--- src/lsf_pkg.sv ---
package lsf_pkg;
	// Register offsets on the internal register port
	localparam logic [7:0] ADDR_PRIMARY = 8'h41;
	localparam logic [7:0] ADDR_SECONDARY = 8'h42;
	localparam logic [7:0] ADDR_LOW_RAIL_FLOOR = 8'h44;
	localparam logic [7:0] ADDR_LOW_RAIL_CEILING = 8'h45;
	localparam logic [7:0] ADDR_SUPPLY_FLOOR = 8'h48;
	localparam logic [7:0] ADDR_SUPPLY_CEILING = 8'h49;
	// Reset values
	localparam logic [7:0] RST_FLAGS = 8'h00;
	localparam logic [7:0] RST_FLOOR = 8'h00;
	localparam logic [7:0] RST_CEILING = 8'hFF;
	// Speed_pulse_input minimum values that disable the fan check
	localparam logic [15:0] SPEED_PULSE_INPUT_OFF_ALL_ONES = 16'hFFFF;
	localparam logic [15:0] SPEED_PULSE_INPUT_OFF_ZERO = 16'h0000;
	// Field positions, primary register
	localparam int P_LOW_RAIL = 0;
	localparam int P_SUPPLY = 2;
	localparam int P_REMOTE_ONE = 4;
	localparam int P_LOCAL = 5;
	localparam int P_REMOTE_TWO = 6;
	localparam int P_SUMMARY = 7;
	// Field positions, secondary register
	localparam int S_OVERHEAT = 1;
	localparam int S_FAN_FIRST = 2;
	localparam int S_FAN_FOURTH = 5;
	localparam int S_DIODE_ONE = 6;
	localparam int S_DIODE_TWO = 7;
	// Implemented bits; reserved bits read zero
	localparam logic [7:0] PRIMARY_MASK = 8'h75;
	localparam logic [7:0] SECONDARY_MASK = 8'hFE;

	// Register port request
	typedef struct packed {
		logic rd;
		logic wr;
		logic [7:0] addr;
		logic [7:0] wdata;
	} lsf_req_t;

	// Fault conditions from the measurement engines, levels
	typedef struct packed {
		logic [1:0] temp_fault;      // remote one and remote two; local has its own field below
		logic local_fault;
		logic overheat_active;
		logic overheat_cleared;
		logic overtime;
		logic [1:0] diode_fault;
	} lsf_cond_t;
endpackage

--- src/lsf_flags.sv ---
`timescale 1ns/1ps
// Notes on behaviour
// - 2.5 V and supply faults latch bits 0, 2
// - Temperature faults latch primary bits 4, 5, 6
// - Read clears flag only if fault gone
// - Primary bit 7 ORs all secondary bits
// - Overheat bit clears below limit minus hysteresis
// - Secondary bits 2-4 flag slow fans one-three
// - Fan flags suppressed while drive output off
// - Bit 5 flags fan four, gated by third drive
// - Timer mode: bit 5 flags overheat time exceeded
// - Bits 6, 7 flag remote diode open/short
// - Primary register at 0x41, resets 0x00, read-only
// - Secondary register at 0x42, resets 0x00, read-only
// - Configuration lock leaves voltage limits writable
// - High fault only when reading exceeds ceiling
// - Low fault when reading at or below floor
// - Speed_pulse_input count above minimum means slow fan
// - Minimum 0xFFFF or 0x0000 disables fan flag
module lsf_flags #(
	parameter int FANS = 4,
	parameter int CW = 16
) (
	// Clock and reset
	input wire logic CLK_SYS,
	input wire logic RST,
	// Register port from the serial bus engine
	input wire lsf_pkg::lsf_req_t REQ,
	output logic [7:0] RDATA,
	// Voltage readings
	input wire logic [7:0] LOW_RAIL_READING,
	input wire logic [7:0] SUPPLY_READING,
	// Temperature faults: remote one, local, remote two
	input wire logic [2:0] TEMP_FAULT,
	// Overheat pin limit exceeded, and temperature below limit minus hysteresis
	input wire logic OVERHEAT_ACTIVE,
	input wire logic OVERHEAT_RELEASED,
	// Shared pin in overheat timer mode, and time limit exceeded
	input wire logic TIMER_MODE,
	input wire logic OVERTIME,
	// Fan speed_pulse_input counts, minimums, and drive outputs on (three drives)
	input wire logic [FANS*CW-1:0] SPEED_PULSE_INPUT_COUNT,
	input wire logic [FANS*CW-1:0] SPEED_PULSE_INPUT_MIN,
	input wire logic [2:0] DRIVE_ON,
	// Remote diode open or short
	input wire logic [1:0] DIODE_FAULT,
	// Flag state for other blocks
	output logic [7:0] PRIMARY_FLAGS,
	output logic [7:0] SECONDARY_FLAGS
);
	// Bit mapping of the secondary register is fixed to four fans
	if (FANS != 4 || CW < 1) begin : g_param_check
		$error("lsf_flags supports exactly four fans");
	end

	logic [7:0] low_rail_floor;
	logic [7:0] low_rail_ceiling;
	logic [7:0] supply_floor;
	logic [7:0] supply_ceiling;
	logic [7:0] primary;
	logic [7:0] secondary;
	logic [7:0] rdata;
	logic [7:0] next_low_rail_floor;
	logic [7:0] next_low_rail_ceiling;
	logic [7:0] next_supply_floor;
	logic [7:0] next_supply_ceiling;
	logic [7:0] next_primary;
	logic [7:0] next_secondary;
	logic [7:0] next_rdata;

	logic low_rail_fault;
	logic supply_fault;
	logic [FANS-1:0] fan_fault;
	logic [FANS-1:0] fan_drive;
	logic [7:0] p_cond;
	logic [7:0] s_cond;
	logic [7:0] s_release;
	logic rd_primary;
	logic rd_secondary;

	lsf_window #(.WIDTH(8)) u_low_rail (
		.reading(LOW_RAIL_READING),
		.floor_val(low_rail_floor),
		.ceiling_val(low_rail_ceiling),
		.fault(low_rail_fault)
	);

	lsf_window #(.WIDTH(8)) u_supply (
		.reading(SUPPLY_READING),
		.floor_val(supply_floor),
		.ceiling_val(supply_ceiling),
		.fault(supply_fault)
	);

	// Fourth fan shares the third drive output
	assign fan_drive = {DRIVE_ON[2], DRIVE_ON[2], DRIVE_ON[1], DRIVE_ON[0]};

	lsf_fan_check #(.FANS(FANS), .CW(CW)) u_fans (
		.count(SPEED_PULSE_INPUT_COUNT),
		.minimum(SPEED_PULSE_INPUT_MIN),
		.drive_on(fan_drive),
		.fault(fan_fault)
	);

	assign rd_primary = REQ.rd && (REQ.addr == lsf_pkg::ADDR_PRIMARY);
	assign rd_secondary = REQ.rd && (REQ.addr == lsf_pkg::ADDR_SECONDARY);

	// Present fault conditions per bit
	always_comb begin
		p_cond = 8'h00;
		p_cond[lsf_pkg::P_LOW_RAIL] = low_rail_fault;
		p_cond[lsf_pkg::P_SUPPLY] = supply_fault;
		p_cond[lsf_pkg::P_REMOTE_ONE] = TEMP_FAULT[0];
		p_cond[lsf_pkg::P_LOCAL] = TEMP_FAULT[1];
		p_cond[lsf_pkg::P_REMOTE_TWO] = TEMP_FAULT[2];
		s_cond = 8'h00;
		s_cond[lsf_pkg::S_OVERHEAT] = OVERHEAT_ACTIVE;
		s_cond[lsf_pkg::S_FAN_FIRST +: 3] = fan_fault[2:0];
		s_cond[lsf_pkg::S_FAN_FOURTH] = TIMER_MODE ? OVERTIME : fan_fault[3];
		s_cond[lsf_pkg::S_DIODE_ONE] = DIODE_FAULT[0];
		s_cond[lsf_pkg::S_DIODE_TWO] = DIODE_FAULT[1];
		// A read releases a bit only when its cause is gone
		s_release = ~s_cond;
		s_release[lsf_pkg::S_OVERHEAT] = OVERHEAT_RELEASED && !OVERHEAT_ACTIVE;
	end

	// Flags: set wins over the read clear
	always_comb begin
		logic [7:0] p_keep;
		logic [7:0] s_keep;
		p_keep = 8'h00;
		s_keep = 8'h00;
		p_keep = rd_primary ? (primary & p_cond) : primary;
		s_keep = rd_secondary ? (secondary & ~s_release) : secondary;
		next_secondary = (s_keep | s_cond) & lsf_pkg::SECONDARY_MASK;
		next_primary = (p_keep | p_cond) & lsf_pkg::PRIMARY_MASK;
		// Summary follows the secondary contents in the same cycle
		next_primary[lsf_pkg::P_SUMMARY] = |next_secondary;
	end

	// Voltage limit writes; lock has no bearing on them
	always_comb begin
		next_low_rail_floor = low_rail_floor;
		next_low_rail_ceiling = low_rail_ceiling;
		next_supply_floor = supply_floor;
		next_supply_ceiling = supply_ceiling;
		if (REQ.wr) begin
			unique case (REQ.addr)
				lsf_pkg::ADDR_LOW_RAIL_FLOOR: begin
					next_low_rail_floor = REQ.wdata;
				end
				lsf_pkg::ADDR_LOW_RAIL_CEILING: begin
					next_low_rail_ceiling = REQ.wdata;
				end
				lsf_pkg::ADDR_SUPPLY_FLOOR: begin
					next_supply_floor = REQ.wdata;
				end
				lsf_pkg::ADDR_SUPPLY_CEILING: begin
					next_supply_ceiling = REQ.wdata;
				end
				default: begin
					// Status registers and unmapped offsets ignore writes
					next_low_rail_floor = low_rail_floor;
				end
			endcase
		end
	end

	// Read data returns the value held before the read's clear
	always_comb begin
		next_rdata = rdata;
		if (REQ.rd) begin
			unique case (REQ.addr)
				lsf_pkg::ADDR_PRIMARY: begin
					next_rdata = primary;
				end
				lsf_pkg::ADDR_SECONDARY: begin
					next_rdata = secondary;
				end
				lsf_pkg::ADDR_LOW_RAIL_FLOOR: begin
					next_rdata = low_rail_floor;
				end
				lsf_pkg::ADDR_LOW_RAIL_CEILING: begin
					next_rdata = low_rail_ceiling;
				end
				lsf_pkg::ADDR_SUPPLY_FLOOR: begin
					next_rdata = supply_floor;
				end
				lsf_pkg::ADDR_SUPPLY_CEILING: begin
					next_rdata = supply_ceiling;
				end
				default: begin
					next_rdata = 8'h00;
				end
			endcase
		end
	end

	always_ff @(posedge CLK_SYS) begin
		if (RST) begin
			primary <= lsf_pkg::RST_FLAGS;
			secondary <= lsf_pkg::RST_FLAGS;
			low_rail_floor <= lsf_pkg::RST_FLOOR;
			low_rail_ceiling <= lsf_pkg::RST_CEILING;
			supply_floor <= lsf_pkg::RST_FLOOR;
			supply_ceiling <= lsf_pkg::RST_CEILING;
			rdata <= lsf_pkg::RST_FLAGS;
		end else begin
			primary <= next_primary;
			secondary <= next_secondary;
			low_rail_floor <= next_low_rail_floor;
			low_rail_ceiling <= next_low_rail_ceiling;
			supply_floor <= next_supply_floor;
			supply_ceiling <= next_supply_ceiling;
			rdata <= next_rdata;
		end
	end

	assign RDATA = rdata;
	assign PRIMARY_FLAGS = primary;
	assign SECONDARY_FLAGS = secondary;
endmodule

--- src/lsf_window.sv ---
`timescale 1ns/1ps
// Window compare of one reading against floor and ceiling
module lsf_window #(
	parameter int WIDTH = 8
) (
	// Reading and its limits
	input wire logic [WIDTH-1:0] reading,
	input wire logic [WIDTH-1:0] floor_val,
	input wire logic [WIDTH-1:0] ceiling_val,
	// Outside the window
	output logic fault
);
	always_comb begin
		fault = (reading > ceiling_val) || (reading <= floor_val);
	end
endmodule

--- src/lsf_fan_check.sv ---
`timescale 1ns/1ps
// Slow or stalled fan detection for several speed_pulse_input channels
module lsf_fan_check #(
	parameter int FANS = 4,
	parameter int CW = 16
) (
	// Speed_pulse_input counts, minimums and drive gates
	input wire logic [FANS*CW-1:0] count,
	input wire logic [FANS*CW-1:0] minimum,
	input wire logic [FANS-1:0] drive_on,
	// Slow or stalled per fan
	output logic [FANS-1:0] fault
);
	for (genvar i = 0; i < FANS; i++) begin : g_fan
		logic [CW-1:0] c;
		logic [CW-1:0] m;
		logic check_on;
		assign c = count[i*CW +: CW];
		assign m = minimum[i*CW +: CW];
		assign check_on = (m != lsf_pkg::SPEED_PULSE_INPUT_OFF_ALL_ONES) && (m != lsf_pkg::SPEED_PULSE_INPUT_OFF_ZERO);
		// Larger count means a longer period, so a slower fan
		assign fault[i] = drive_on[i] && check_on && (c > m);
	end
endmodule

--- config.mk ---
export PLATFORM = sky130hd
export DESIGN_NAME = lsf_flags
export DESIGN_NICKNAME = d
export VERILOG_FILES = /design/src/lsf_pkg.sv /design/src/lsf_flags.sv /design/src/lsf_window.sv /design/src/lsf_fan_check.sv
export SDC_FILE = /design/constraint.sdc
export NUM_CORES = 1
export LEC_CHECK = 0
export BUFFER_PORTS_ARGS = -buffer_cell sky130_fd_sc_hd__buf_2
export CAP_MARGIN = 15
export CORE_MARGIN = 4
export CORE_UTILIZATION = 50
export DETAILED_ROUTE_END_ITERATION = 6
export PLACE_DENSITY = 0.82
export RECOVER_POWER = 50
export SLEW_MARGIN = 10
export SYNTH_ARGS = -nofsm -noshare
export SYNTH_HDL_FRONTEND = slang
export SYNTH_SLANG_ARGS = --single-unit
--- constraint.sdc ---
create_clock -name CLK_SYS -period 4.29 [get_ports CLK_SYS]
set_input_delay 0.858 -clock CLK_SYS [delete_from_list [all_inputs] [get_ports CLK_SYS]]
set_output_delay 0.858 -clock CLK_SYS [all_outputs]
set_load 0.1 [all_outputs]
==> impl_metrics.py <==
metrics = {
    "run_status": {
        "status": "complete, no violations",
    },
    "critical_path": {
        "critPathLaunchType": "input pin",
        "crit_required_ns": 4.46,
        "path_depth": 6,
        "worst_setup_path_end_kind": "flip-flop",
        "crit_chain": "buf_2 -> nor4b_1 -> nor3b_1 -> nand2_1 -> a221oi_1 -> a21oi_1",
        "worstPathArrival_ns": 3.34,
        "cp_max_fo": 7,
        "timing.critical_path.buf_inv": 1,
        "reg2reg_depth": 9,
        "crit_family": "simple AND/OR/NAND/NOR gates",
        "r2r_setup_slack_ns": 2.34,
        "crit_type": "in -> reg",
        "slowest_stage": "nor4b_1",
        "slowest_delay_ns": 0.82,
    },
    "synthesis": {
        "yosysMostFrequentCell": "inv_1",
        "synth.avg_cell_area_um2": 7.56,
        "ys_types": 52,
        "synth_top_area_frac": 0.244,
        "synth_top_family_by_area": "simple AND/OR/NAND/NOR gates",
        "synth_compound_area_frac": 0.160,
        "post_synth_fa_ha_maj_area_fraction": 0.244,
        "synth_top_cell_by_area": "ha_1",
        "synthTopCellsByCount": "inv_1 (98), ha_1 (96), nand2_1 (81)",
        "synth_ff_type": "dfxtp_1",
        "synthXorXnorAreaFrac": 0,
        "postSynthCellCount": 652,
        "ys_warn_count": 0,
        "yosys.area_share.simple": 0.284,
        "synthMuxAreaShare": 0,
        "yosys-top-cells-area": "ha_1 (24%), dfxtp_1 (22%), inv_1 (7.5%)",
        "ys_ff_latch": 53,
        "syn_area_um2": 4930,
        "synthArstFlopShare": 0,
        "synth_enable_flop_cells": 0,
        "ys_seq_area_frac": 0.215,
    },
    "cts": {
        "clk_pin_slew_ns": 0.09,
        "cts_max_path_buffers": 2,
        "cts_tree": "built",
        "numCtsBuffers": 5,
        "cts_sinks": 53,
        "cts_root_buf": "clkbuf_8",
        "hold_buffers": 0,
        "insertion_delay_ns": 0.31,
        "post_cts_resized": 0,
        "post_cts_buffers": 0,
        "h-tree-depth": 2,
    },
    "route": {
        "drtAntennaViolNets": 0,
        "firstDrtPassIters": 5,
        "wire_per_inst_um": 15.7,
        "drc": 0,
        "vias_per_cell": 5.71,
        "drtIter0Drc": 472,
        "wl_um": 15200,
        "vias": 5532,
    },
    "power_and_ir_drop": {
        "p_total_mw": 1.31,
        "p_switching_mw": 0.457,
        "leakage_nw": 3.13,
        "ir_worst_vdd_mv": 0.162,
        "powerDensity_nw_per_um2": 216,
        "combPwrFrac": 0.330,
        "seqPwrFrac": 0.396,
        "p_int_mw": 0.848,
        "clkPwrFrac": 0.274,
        "swShare": 0.350,
    },
    "die": {
        "start_util": 0.523,
        "die_w_um": 107,
        "fp-row-count": 35,
        "ioPinCount": 200,
        "dieArea_um2": 11500,
        "core_area_um2": 9420,
        "die_y_um": 107,
    },
    "global_routing": {
        "antenna_found_initial": 0,
        "grt_usage": 0.256,
        "grt_max_degree": 54,
        "grt_pass1_vias": 5532,
        "grt_overflow": 0,
        "grt_first_pass_wirelength_um": 24300,
    },
    "timing": {
        "hold_viol": 0,
        "finalMaxSlewViolations": 0,
        "finalSetupViolCount": 0,
        "tightest_slew_ns": 1.25,
        "min_period_ns": 3.17,
        "tns_ns": 0,
        "rsz0062_at_grt": "no",
        "fin_skew_ns": 0.00567,
        "max_slew_margin": 0.168,
        "hold_slack_ns": 0.486,
        "fin_crit_sh": 0.740,
        "fmaxAchievable_mhz": 315,
        "layout_setup_ws_ns": 1.12,
    },
    "cells_and_area": {
        "drive_gt1_frac": 0.229,
        "nets": 1111,
        "area_growth_pct": 22.7,
        "diodes": 0,
        "instances_no_fill": 969,
        "utilization": 0.642,
        "n_fill_cell": 842,
        "fin_area_um2": 6040,
    },
    "worst_hold_path": {
        "hold_path_class": "reg -> reg",
        "whs_path_depth": 2,
    },
    "place": {
        "port_buffers": 196,
        "place_hpwl_um": 13100,
        "dp_cells": 961,
        "place_ws_ns": 1.32,
        "place.gp.congestion": 0.879,
        "dpl_cell_area_um2": 5970,
    },
    "job": {
        "drv_cap": 0,
    },
}
==> state kept, by name, summed over array words and instances (netlist names) <==
name,flops
PRIMARY_FLAGS,6
RDATA,8
SECONDARY_FLAGS,7
low_rail_ceiling,8
low_rail_floor,8
supply_ceiling,8
supply_floor,8
==> cells in the final DEF (no fill, tap or decap), types with 9 or more instances in the layout <==
cell / synthesis / layout
buf_2: 3 / 175
inv_1: 98 / 98
ha_1: 96 / 96
nand2_1: 81 / 82
a21oi_1: 73 / 73
dfxtp_1: 53 / 53
nand4_1: 42 / 42
nor2_1: 29 / 30
nand3_1: 26 / 26
clkbuf_1: 8 / 21
nor4_1: 20 / 20
nand3b_1: 17 / 17
o21ai_0: 15 / 15
a21o_1: 9 / 9
a222oi_1: 9 / 9
==> routing by layer <==
layer  track usage  wire length, µm
met2         0.479             7740
met3        0.0420             1190
met4        0.0749              318
met1         0.297             5960
met5             0                0
==> final timing paths <==
check / to / startpoint
worst min-delay path: low_rail_floor[7] / low_rail_floor[7]
worst max-delay path: PRIMARY_FLAGS[2] / REQ[15]
worst min register to register: low_rail_floor[7] / low_rail_floor[7]
worst max register to register: PRIMARY_FLAGS[2] / supply_floor[1]
==> layout make-up <==
class | instances | area, µm² | area share
multi-input cells | 485 | 3380 | 0.559
well taps | 129 | 161 | 0.0267
inverters | 98 | 368 | 0.0609
clock inverters | 2 | 37.5 | 0.00621
repair buffers | 196 | 955 | 0.158
flip-flops and latches | 53 | 1060 | 0.176
clock buffers | 6 | 82.6 | 0.0137
==> power groups by stage <==
| stage | registers [mW] | clock network, mW | logic, mW |
|---|---|---|---|
| after floorplan | 0.609 | 0 | 0.181 |
| after global placement | 0.527 | 0 | 0.413 |
| after detailed placement | 0.527 | 0 | 0.432 |
| after CTS | 0.516 | 0.360 | 0.435 |
| after global routing | 0.518 | 0.374 | 0.476 |
| final | 0.516 | 0.358 | 0.431 |
==> cells by family (layout without fill, tap and decap cells) <==
family,Yosys count,after routing
other,1,3
buffers and inverters,116,302
AOI/OAI and AO/OA,129,129
DFF,53,53
adders and majority gates,96,96
and+or+nand+nor,257,257
==> worst reg2reg max path: stages, from the launching register on <==
cell	delay, ns
dfxtp_1	0.41
inv_1	0.07
ha_1	0.28
nor2b_1	0.14
o21a_1	0.16
o21a_1	0.16
o211ai_1	0.15
a31oi_1	0.09
or2_2	0.27
a21oi_1	0.13
(Power assumes the default switching activity.)
